`src/pipe_ctrl_pkg.sv`:
```
// Shared constants, classes and stage records for the five-stage pipeline control.
package pipe_ctrl_pkg;

  // Instruction classes as produced by the predecoder on the fetch path.
  typedef enum logic [3:0] {
    CLS_ALU      = 4'h0,
    CLS_CUST_CMB = 4'h1,
    CLS_CUST_MC  = 4'h2,
    CLS_BRANCH   = 4'h3,
    CLS_FLUSHER  = 4'h4,
    CLS_JUMP     = 4'h5,
    CLS_RDCTL    = 4'h6,
    CLS_LOAD     = 4'h7,
    CLS_STORE    = 4'h8,
    CLS_MUL      = 4'h9,
    CLS_DIV      = 4'hA,
    CLS_SHIFT    = 4'hB,
    CLS_TRAP     = 4'hC,
    CLS_ILLEGAL  = 4'hD,
    CLS_UNIMPL   = 4'hE,
    CLS_OTHER    = 4'hF
  } iclass_t;

  // Multiplier build options.
  typedef enum logic [1:0] {
    MUL_NONE     = 2'h0,
    MUL_EMBEDDED = 2'h1,
    MUL_LOGIC    = 2'h2
  } mul_kind_t;

  typedef enum logic [2:0] {
    EXC_NONE    = 3'h0,
    EXC_IRQ     = 3'h1,
    EXC_TRAP    = 3'h2,
    EXC_ILLEGAL = 3'h3,
    EXC_UNIMPL  = 3'h4
  } exc_t;

  typedef enum logic [1:0] {
    RDR_NONE      = 2'h0,
    RDR_PREDICTED = 2'h1,
    RDR_FLUSH     = 2'h2
  } redirect_t;

  localparam int CNT_W = 7;

  // Predecoded instruction word as it leaves the fetch stage.
  typedef struct packed {
    iclass_t    cls;
    logic       off_neg;
    logic [4:0] shamt;
    logic [5:0] div_extra;
    logic [7:0] tag;
  } insn_t;

  // One pipeline slot.
  typedef struct packed {
    logic  valid;
    insn_t insn;
    logic  pred_taken;
    exc_t  exc;
  } slot_t;

  localparam slot_t SLOT_EMPTY = '{valid: 1'b0, insn: '0, pred_taken: 1'b0, exc: EXC_NONE};

  localparam int FLUSH_PENALTY   = 3;
  localparam int SHIFT_LAT_EMB   = 3;
  localparam int SHIFT_LAT_LOGIC = 4;
  localparam int MUL_LAT_EMB     = 3;
  localparam int MUL_LAT_LOGIC   = 11;
  localparam int DIV_LAT_MIN     = 4;
  localparam int DIV_LAT_MAX     = 66;

  localparam logic [CNT_W-1:0] CNT_ZERO = 7'h00;
  localparam logic [CNT_W-1:0] CNT_ONE  = 7'h01;

endpackage

```
`src/pipe_ctrl.sv`:
```
// Five-stage in-order pipeline control: advance, stalls, prediction, flushes, exceptions.
`timescale 1ns/1ps
`default_nettype none

module pipe_ctrl
  import pipe_ctrl_pkg::*;
#(
  parameter pipe_ctrl_pkg::mul_kind_t MUL_KIND = pipe_ctrl_pkg::MUL_EMBEDDED,
  parameter bit                       HAS_DIV  = 1'b1
) (
  // Clock and reset
  input  wire logic                  clk_sys,
  input  wire logic                  rst_n,
  // Instruction fetch
  output logic                       fetch_req,
  input  wire logic                  fetch_ack,
  input  wire pipe_ctrl_pkg::insn_t  fetch_insn,
  output logic                       redirect,
  output pipe_ctrl_pkg::redirect_t   redirect_kind,
  // Execution outcome and side units
  input  wire logic                  br_taken,
  input  wire logic                  cust_stall,
  input  wire logic                  irq,
  // Data bus
  output logic                       dbus_read,
  output logic                       dbus_write,
  input  wire logic                  dbus_waitrequest,
  input  wire logic                  dbus_readdatavalid,
  // Status
  output logic [4:0]                 stage_valid,
  output logic                       stall,
  output logic                       dispatch,
  output logic [7:0]                 dispatch_tag,
  output logic                       retire,
  output pipe_ctrl_pkg::slot_t       retire_slot
);
  import pipe_ctrl_pkg::*;

  ////////////////////////////////////////////////////////////////////////////
  // Stage registers and the memory stage stall.

  slot_t f_slot;
  slot_t d_slot;
  slot_t e_slot;
  slot_t m_slot;
  slot_t w_slot;

  logic [CNT_W-1:0] occ_cnt;
  logic             dbus_accepted;
  logic             m_is_load;
  logic             m_is_store;
  logic             mem_done;
  logic             mem_stall;
  logic             unit_stall;
  logic             fetch_wait;
  logic             advance;
  logic             m_flush;
  logic             m_mispredict;
  logic             d_predict;
  exc_t             m_exc;
  logic [CNT_W-1:0] next_occ;

  assign m_is_load  = m_slot.valid && (m_slot.insn.cls == CLS_LOAD);
  assign m_is_store = m_slot.valid && (m_slot.insn.cls == CLS_STORE);

  // Requests drop once the slave has taken them, so each access is issued once.
  assign dbus_read  = m_is_load && !dbus_accepted;
  assign dbus_write = m_is_store && !dbus_accepted;

  always_comb begin
    mem_done = 1'b1;
    if (m_is_store) begin
      mem_done = dbus_accepted || !dbus_waitrequest;
    end else if (m_is_load) begin
      mem_done = dbus_readdatavalid && (dbus_accepted || !dbus_waitrequest);
    end
  end

  assign mem_stall  = (m_is_load || m_is_store) && !mem_done;
  assign unit_stall = (occ_cnt != CNT_ZERO)
                   || (m_slot.valid && (m_slot.insn.cls == CLS_CUST_MC) && cust_stall);

  // A fetch still in flight is folded into the same single stall term.
  assign fetch_req  = 1'b1;
  assign fetch_wait = fetch_req && !fetch_ack;

  // One global hold keeps every stage from closing bubbles while stalled.
  assign stall   = mem_stall || unit_stall || fetch_wait;
  assign advance = !stall;

  always_ff @(posedge clk_sys) begin
    if (!rst_n) begin
      dbus_accepted <= 1'b0;
    end else if (advance) begin
      dbus_accepted <= 1'b0;
    end else if ((dbus_read || dbus_write) && !dbus_waitrequest) begin
      dbus_accepted <= 1'b1;
    end
  end

  ////////////////////////////////////////////////////////////////////////////
  // Multi-cycle unit occupancy, loaded when an instruction enters memory.

  function automatic logic [CNT_W-1:0] unit_latency(input insn_t insn);
    logic [CNT_W-1:0] lat;
    lat = CNT_ONE;
    unique case (insn.cls)
      CLS_SHIFT: begin
        if (MUL_KIND == MUL_EMBEDDED) begin
          lat = CNT_W'(SHIFT_LAT_EMB);
        end else if (MUL_KIND == MUL_LOGIC) begin
          lat = CNT_W'(SHIFT_LAT_LOGIC);
        end else begin
          lat = CNT_W'({2'b00, insn.shamt}) + CNT_ONE;
        end
      end
      CLS_MUL: begin
        if (MUL_KIND == MUL_EMBEDDED) begin
          lat = CNT_W'(MUL_LAT_EMB);
        end else if (MUL_KIND == MUL_LOGIC) begin
          lat = CNT_W'(MUL_LAT_LOGIC);
        end
      end
      CLS_DIV: begin
        if (HAS_DIV) begin
          lat = CNT_W'(DIV_LAT_MIN) + CNT_W'(insn.div_extra);
          if (lat > CNT_W'(DIV_LAT_MAX)) begin
            lat = CNT_W'(DIV_LAT_MAX);
          end
        end
      end
      default: begin
        lat = CNT_ONE;
      end
    endcase
    return lat;
  endfunction

  always_comb begin
    next_occ = occ_cnt;
    if (occ_cnt != CNT_ZERO) begin
      next_occ = occ_cnt - CNT_ONE;
    end else if (advance && e_slot.valid && !m_flush) begin
      next_occ = unit_latency(e_slot.insn) - CNT_ONE;
    end
  end

  always_ff @(posedge clk_sys) begin
    if (!rst_n) begin
      occ_cnt <= CNT_ZERO;
    end else begin
      occ_cnt <= next_occ;
    end
  end

  ////////////////////////////////////////////////////////////////////////////
  // Resolution in the memory stage: flushes and exceptions.

  always_comb begin
    m_exc = EXC_NONE;
    if (m_slot.valid) begin
      unique case (m_slot.insn.cls)
        CLS_TRAP:    m_exc = EXC_TRAP;
        CLS_ILLEGAL: m_exc = EXC_ILLEGAL;
        CLS_UNIMPL:  m_exc = EXC_UNIMPL;
        CLS_MUL:     m_exc = (MUL_KIND == MUL_NONE) ? EXC_UNIMPL : EXC_NONE;
        CLS_DIV:     m_exc = HAS_DIV ? EXC_NONE : EXC_UNIMPL;
        default:     m_exc = EXC_NONE;
      endcase
      if ((m_exc == EXC_NONE) && irq) begin
        m_exc = EXC_IRQ;
      end
    end
  end

  assign m_mispredict = m_slot.valid && (m_slot.insn.cls == CLS_BRANCH)
                     && (br_taken != m_slot.pred_taken);

  // Flushing in memory cancels the three younger slots in fetch, decode and execute.
  assign m_flush = advance && m_slot.valid
                && (m_mispredict
                 || (m_slot.insn.cls == CLS_FLUSHER)
                 || (m_slot.insn.cls == CLS_JUMP)
                 || (m_exc != EXC_NONE));

  // Backward branch in decode redirects fetch, dropping one younger slot.
  assign d_predict = advance && d_slot.valid && (d_slot.insn.cls == CLS_BRANCH)
                  && d_slot.insn.off_neg;

  assign redirect = m_flush || d_predict;

  always_comb begin
    redirect_kind = RDR_NONE;
    if (m_flush) begin
      redirect_kind = RDR_FLUSH;
    end else if (d_predict) begin
      redirect_kind = RDR_PREDICTED;
    end
  end

  ////////////////////////////////////////////////////////////////////////////
  // Stage advance, one concern per register.

  always_ff @(posedge clk_sys) begin
    if (!rst_n) begin
      f_slot <= SLOT_EMPTY;
    end else if (advance) begin
      // The word returned in a redirect cycle is the new target, so a flush loses only F, D and E, and a prediction only F.
      f_slot <= '{valid: 1'b1, insn: fetch_insn, pred_taken: 1'b0, exc: EXC_NONE};
    end
  end

  always_ff @(posedge clk_sys) begin
    if (!rst_n) begin
      d_slot <= SLOT_EMPTY;
    end else if (advance) begin
      if (m_flush || d_predict) begin
        d_slot <= m_flush ? SLOT_EMPTY : f_slot;
      end else begin
        d_slot <= f_slot;
      end
      if (d_predict && !m_flush) begin
        d_slot <= SLOT_EMPTY;
      end
    end
  end

  always_ff @(posedge clk_sys) begin
    if (!rst_n) begin
      e_slot <= SLOT_EMPTY;
    end else if (advance) begin
      if (m_flush) begin
        e_slot <= SLOT_EMPTY;
      end else begin
        e_slot            <= d_slot;
        e_slot.pred_taken <= d_predict;
      end
    end
  end

  always_ff @(posedge clk_sys) begin
    if (!rst_n) begin
      m_slot <= SLOT_EMPTY;
    end else if (advance) begin
      m_slot <= m_flush ? SLOT_EMPTY : e_slot;
    end
  end

  always_ff @(posedge clk_sys) begin
    if (!rst_n) begin
      w_slot <= SLOT_EMPTY;
    end else if (advance) begin
      w_slot     <= m_slot;
      w_slot.exc <= m_exc;
    end else begin
      w_slot <= SLOT_EMPTY;
    end
  end

  ////////////////////////////////////////////////////////////////////////////
  // Status outputs.

  always_ff @(posedge clk_sys) begin
    if (!rst_n) begin
      dispatch     <= 1'b0;
      dispatch_tag <= 8'h00;
    end else begin
      dispatch     <= advance && d_slot.valid && !m_flush;
      dispatch_tag <= d_slot.insn.tag;
    end
  end

  assign stage_valid = {w_slot.valid, m_slot.valid, e_slot.valid, d_slot.valid, f_slot.valid};
  assign retire      = w_slot.valid;
  assign retire_slot = w_slot;

endmodule

`default_nettype wire

```
`config.mk`:
```
export PLATFORM = sky130hd
export DESIGN_NAME = pipe_ctrl
export DESIGN_NICKNAME = d
export VERILOG_FILES = /design/src/pipe_ctrl_pkg.sv /design/src/pipe_ctrl.sv
export SDC_FILE = /design/constraint.sdc
export NUM_CORES = 1
export LEC_CHECK = 0
export ABC_AREA = 1
export BUFFER_PORTS_ARGS = -buffer_cell sky130_fd_sc_hd__buf_2
export CORE_MARGIN = 2
export CORE_UTILIZATION = 50
export DETAILED_ROUTE_END_ITERATION = 16
export GPL_TIMING_DRIVEN = 0
export PLACE_DENSITY = 0.8
export REMOVE_ABC_BUFFERS = 1
export SLEW_MARGIN = 0
export SYNTH_ARGS = -nofsm -noshare
export SYNTH_HDL_FRONTEND = slang
export SYNTH_SLANG_ARGS = --single-unit
```
`constraint.sdc`:
```
create_clock -name clk_sys -period 5.91 [get_ports clk_sys]
set_input_delay 1.182 -clock clk_sys [delete_from_list [all_inputs] [get_ports clk_sys]]
set_output_delay 1.182 -clock clk_sys [all_outputs]
set_load 0.05 [all_outputs]
```
==> results_dict.tcl, run 1 <==
set metrics [dict create \
    status "complete, no violations" \
    path_delay_family "simple AND/OR/NAND/NOR gates" \
    finClkSkew_ns 0.006946 \
    tns_ns 0 \
    dr.pass1.iters 4 \
    die_w_um 107.3 \
    hpwlAfterDp_um 6902 \
    hold_buffers 0 \
    drtIter0Drc 183 \
    hold_path_class "register to register" \
    cp_data_required_time_ns 4.73 \
    insertion_delay_ns 0.51 \
    drive_gt1_frac 0.2036 \
    ys.flop_type "dfxtp_1" \
    period_needed_ns 4.398 \
    wl_um 11210 \
    drc 0 \
    power_leakage_nw 2.498 \
    fin_crit_sh 0.7442 \
    dieArea_mm2 0.01152 \
    port_buffers 81 \
    htree_levels 4 \
    nets 695 \
    finalInstanceArea_mm2 0.006216 \
    slowest_stage "nor2_2" \
    setup_violations 0 \
    yosysSeqAreaShare 0.5551 \
    async_flop_share 0 \
    cts_root_buf "clkbuf_8" \
    grt_antenna_before_repair 0 \
    crit_path_max_fanout 14 \
    wl_per_cell_um 13.86 \
    start_util 0.5170 \
    max_stage_delay_ns 0.70 \
    crit_type "input port to output pin" \
    yosys.area_share.simple 0.1449 \
    finalNonFillerCells 809 \
    antenna_cells 0 \
    worst_slew_pin_slew_ns 0.9707 \
    power_per_cell_area_mw_per_mm2 420.7 \
    fp.coreArea_mm2 0.01032 \
    grt.total_usage 0.2021 \
    worst_slack_ns 1.512 \
    worstSetupStartpointType "input port" \
    dp_cells 777 \
    final_common_cell "dfxtp_1" \
    cts.sinks 148 \
    synth_area_per_cell_um2 8.911 \
    yosys.area_share.adder 0.007032 \
    final_antenna_net_count 0 \
    post_cts_buffers 0 \
    muxShareOfSynthArea 0 \
    rsz0062_at_grt "no" \
    fillers 909 \
    crit_path_end_kind "output pin" \
    pin_count 83 \
    ctsLongestPathBuffers 2 \
    clk_pin_slew_worst_paths_ns 0.06 \
    synth_cells 599 \
    die_h_um 107.3 \
    grt_pass1_wl_um 18210 \
    pre_cts_ws_ns 1.131 \
    cts_resized 0 \
    synth.largest_area_cell "dfxtp_1" \
    cp.arrival_ns 3.22 \
    yosys.area.top_type_share 0.5551 \
    yosysWarnings 0 \
    synth_compound_area_frac 0.1552 \
    overflow 0 \
    layout_common_cells "dfxtp_1 (148), inv_1 (114), buf_2 (81)" \
    synth_top_family_by_area "compound AO/OA/AOI/OAI gates" \
    ir_drop_mv 0.2141 \
    rows 37 \
    ys_ff_latch 148 \
    synthTopCellsByArea "dfxtp_1 (56%), o32ai_1 (8.0%), inv_1 (8.0%), nand2_1 (5.6%), nor2_1 (3.9%)" \
    yosysUniqueCellTypes 35 \
    viasPerCell 5.183 \
    hold_viol 0 \
    synth_area_mm2 0.005338 \
    power_mw 2.615 \
    maxCapViolCount 0 \
    slew_headroom 0.3529 \
    synthXorXnorAreaFrac 0.001641 \
    path_buf_inv 4 \
    cp_cell_sequence "buf_2 -> inv_1 -> o21ai_0 -> nand2_1 -> nand2_1 -> nor2_2 -> inv_4 -> nor3_1 -> buf_2" \
    cts_made_buffers 17 \
    grt_max_degree 94 \
    place_area_mm2 0.005644 \
    tritoncts "built" \
    num_vias 4193 \
    first_global_vias 3994 \
    fmax_ghz 0.2274 \
    drv_slew 0 \
    place_congestion 0.8776 \
    synth_edf_count 0 \
    area_delta_synth_final_pct 16.46 \
]
## through the flow
| stage | hold WS, ns | utilization |
|---|---|---|
| 6_report | 0.4334 | 0.6021 |
| 5_1_grt | 0.4597 | 0.6021 |
| 4_1_cts | 0.4375 | 0.6016 |
| 3_5_place_dp | 0.4257 | 0.5467 |
| 3_3_place_gp | 0.4238 | 0.5462 |
| 2_1_floorplan | 0.4158 | - |
## area by class of cell
class | instances | area [µm²] | share of cell area
Tap cell | 136 | 170.2 | 0.02738
Sequential cell | 148 | 2963 | 0.4767
Clock inverter | 12 | 131.4 | 0.02114
Multi-Input combinational cell | 293 | 1662 | 0.2673
Inverter | 119 | 449.2 | 0.07226
Clock buffer | 20 | 435.4 | 0.07005
Timing Repair Buffer | 81 | 405.4 | 0.06522
## Yosys cell counts (4+ instances only)
library cell,instances
inv_2,4
clkbuf_1,13
inv_1,114
dfxtp_1,148
buf_6,10
o22ai_2,8
o32ai_1,49
nor3_1,5
nor2_1,56
nand3_1,17
nand2_1,79
o22ai_1,15
o21ai_0,28
buf_2,4
buf_4,10
a21oi_1,5
## logic make-up after synthesis
family                   Yosys count
flip-flops                       148
XOR/XNOR                           1
AND/OR/NAND/NOR                  177
other                              1
AO/OA/AOI/OAI                    111
adder cells (fa/ha/maj)            3
buffers and inverters            158
## layer usage
| layer | wire length, µm | global-route usage | part of all wire | up-vias |
|---|---|---|---|---|
| met4 | 207 | 0.08442 | 0.018 | 0 |
| met3 | 706 | 0.06598 | 0.063 | 19 |
| met2 | 5496 | 0.3309 | 0.49 | 156 |
| li1 | - | - | - | 2069 |
| met1 | 4800 | 0.2440 | 0.43 | 1949 |
| met5 | 0 | 0 | 0 | - |
## registers in the layout, summed over array words and instances, names as in the netlist, 4 cells and up
name / cells
d_slot: 24
dispatch_tag: 8
e_slot: 25
f_slot: 24
m_slot: 25
occ_cnt: 7
retire_slot: 28
stage_valid: 4
## worst min-delay path, cell delays in order, from the launching register on
cell and delay [ns]:
dfxtp_1 0.29, inv_1 0.06, nor2_1 0.04
## report_power, final
group | switching [mW] | internal (mW) | total [mW] | leakage (nW)
logic | 0.379 | 0.134 | 0.513 | 1.05
clock network | 0.399 | 0.611 | 1.01 | 0.256
registers | 0.0243 | 1.07 | 1.09 | 1.20
total | 0.802 | 1.81 | 2.62 | 2.50
## worst paths after layout
kind | start | to | slack [ns] | depth (start not counted)
worst max-delay path | dbus_waitrequest | redirect_kind[0] | 1.51 | 9
worst min-delay path | m_slot[16] | retire_slot[16] | 0.43 | 2
worst max register to register | occ_cnt[3] | d_slot[11] | 2.26 | 9
worst min register to register | m_slot[16] | retire_slot[16] | 0.43 | 2
No activity file was read; power rests on OpenSTA's default activity.
==> inputs of run 2 (changes only) <==
PLACE_DENSITY = 0.82   (was 0.8)
clock period = 3.85 ns   (was 5.91 ns; I/O delays follow)
==> results_dict.tcl, run 2 (synthesis results as in run 1) <==
set metrics [dict create \
    cts_root_buf "clkbuf_8" \
    final_common_cell "dfxtp_1" \
    drive_gt1_frac 0.2039 \
    power_leakage_nw 2.563 \
    rows 37 \
    grt_antenna_before_repair 0 \
    worst_slack_ns 0.2969 \
    worst_slew_pin_slew_ns 0.9604 \
    first_global_vias 4036 \
    min_from "m_slot[19]" \
    ff2ff_setup_slack_ns 0.73 \
    hold_viol 0 \
    drtIter0Drc 163 \
    antenna_cells 0 \
    fmax_ghz 0.2814 \
    drv_slew 0 \
    grt_pass1_wl_um 18570 \
    largest_register_ffs 28 \
    wl_per_cell_um 13.83 \
    dieArea_mm2 0.01152 \
    area_delta_synth_final_pct 18.07 \
    pre_cts_ws_ns -0.5002 \
    tritoncts "built" \
    fp.coreArea_mm2 0.01032 \
    cp_data_required_time_ns 3.08 \
    hold_buffers 0 \
    crit_type "register to output pin" \
    pin_count 83 \
    critPathMostFrequentCell "nand2_1" \
    worstRegToRegCells 9 \
    layout_common_cells "dfxtp_1 (148), inv_1 (114), buf_2 (81)" \
    hold_slack_ns 0.4381 \
    fillers 877 \
    die_w_um 107.3 \
    hold_path_depth 2 \
    ctsLongestPathBuffers 2 \
    nets 695 \
    die_h_um 107.3 \
    cp_cell_sequence "nand2_1 -> nor2_1 -> nor2_1 -> nand3_1 -> nand2_1 -> inv_2 -> nand2_1 -> inv_2 -> nor2_4 -> inv_1 -> buf_2" \
    ir_drop_mv 0.4920 \
    port_buffers 81 \
    power_mw 4.265 \
    grt_max_degree 94 \
    setup_violations 0 \
    crit_path_end_kind "output pin" \
    worstSetupStartpointType "register" \
    start_util 0.5170 \
    dr.pass1.iters 5 \
    final_antenna_net_count 0 \
    hpwlAfterDp_um 6697 \
    cts_made_buffers 17 \
    num_vias 4208 \
    max_stage_delay_ns 0.71 \
    place_congestion 0.8208 \
    power_per_cell_area_mw_per_mm2 676.7 \
    cts.sinks 148 \
    crit_path_max_fanout 52 \
    drc 0 \
    fin_crit_sh 0.9229 \
    hold_path_class "register to register" \
    clk_pin_slew_worst_paths_ns 0.06 \
    wl_um 11180 \
    grt.total_usage 0.2019 \
    reg2reg_from "occ_cnt[5]" \
    finClkSkew_ns 0.008532 \
    cp.arrival_ns 2.78 \
    rsz0062_at_grt "no" \
    maxCapViolCount 0 \
    htree_levels 4 \
    slew_headroom 0.3597 \
    slowest_stage "inv_2" \
    status "complete, no violations" \
    viasPerCell 5.208 \
    startpoint "m_slot[25]" \
    period_needed_ns 3.553 \
    insertion_delay_ns 0.50 \
    overflow 0 \
]
[run 2: final timing paths]
| kind | endpoint |
|---|---|
| setup / recovery | redirect |
| hold / removal | retire_slot[19] |
| setup reg to reg | d_slot[11] |
| hold reg to reg | retire_slot[19] |
[run 2: stage by stage]
stage            util  TNS [ns]  instances  cell area, µm²
3_3_place_gp   0.5462    -8.673        777            5639
2_1_floorplan       -         0        560            5064
6_report       0.6105         0        808            6302
4_1_cts        0.6100         0        808            6297
3_5_place_dp   0.5467    -12.63        777            5644
5_1_grt        0.6105         0        808            6302
[run 2: where the power goes]
part / internal [mW] / switching (mW)
logic: 0.207 / 0.582
registers: 1.64 / 0.0356
clock network: 1.18 / 0.617
total: 3.03 / 1.24
[run 2: cell type report]
type                    instances  area [µm²]  share of cell area
multi-input cells             293        1667              0.2644
clock inverters                13       230.2             0.03653
inverters                     119       449.2             0.07127
flip-flops and latches        148        2963              0.4701
well taps                     136       170.2             0.02700
repair buffers                 81       405.4             0.06432
clock buffers                  18       417.9             0.06631
[run 2: timing repair]
| action | CTS | global route |
|---|---|---|
| setup buffers | 0 | 0 |
| resized for setup | 1 | 1 |
| pin swaps | 0 | 0 |
| setup endpoints to repair | 24 | 1 |
[run 2: worst max-delay path: cells and delay by family (launching register included)]
family | cells | cell delay, ns
buffers and inverters | 4 | 1.15
flip-flops | 1 | 0.48
AND/OR/NAND/NOR | 7 | 0.65
[run 2: metal layers]
layer,share of wire,track usage
met1,0.44,0.2538
met2,0.49,0.3255
met3,0.053,0.05751
met4,0.017,0.08442
met5,0,0
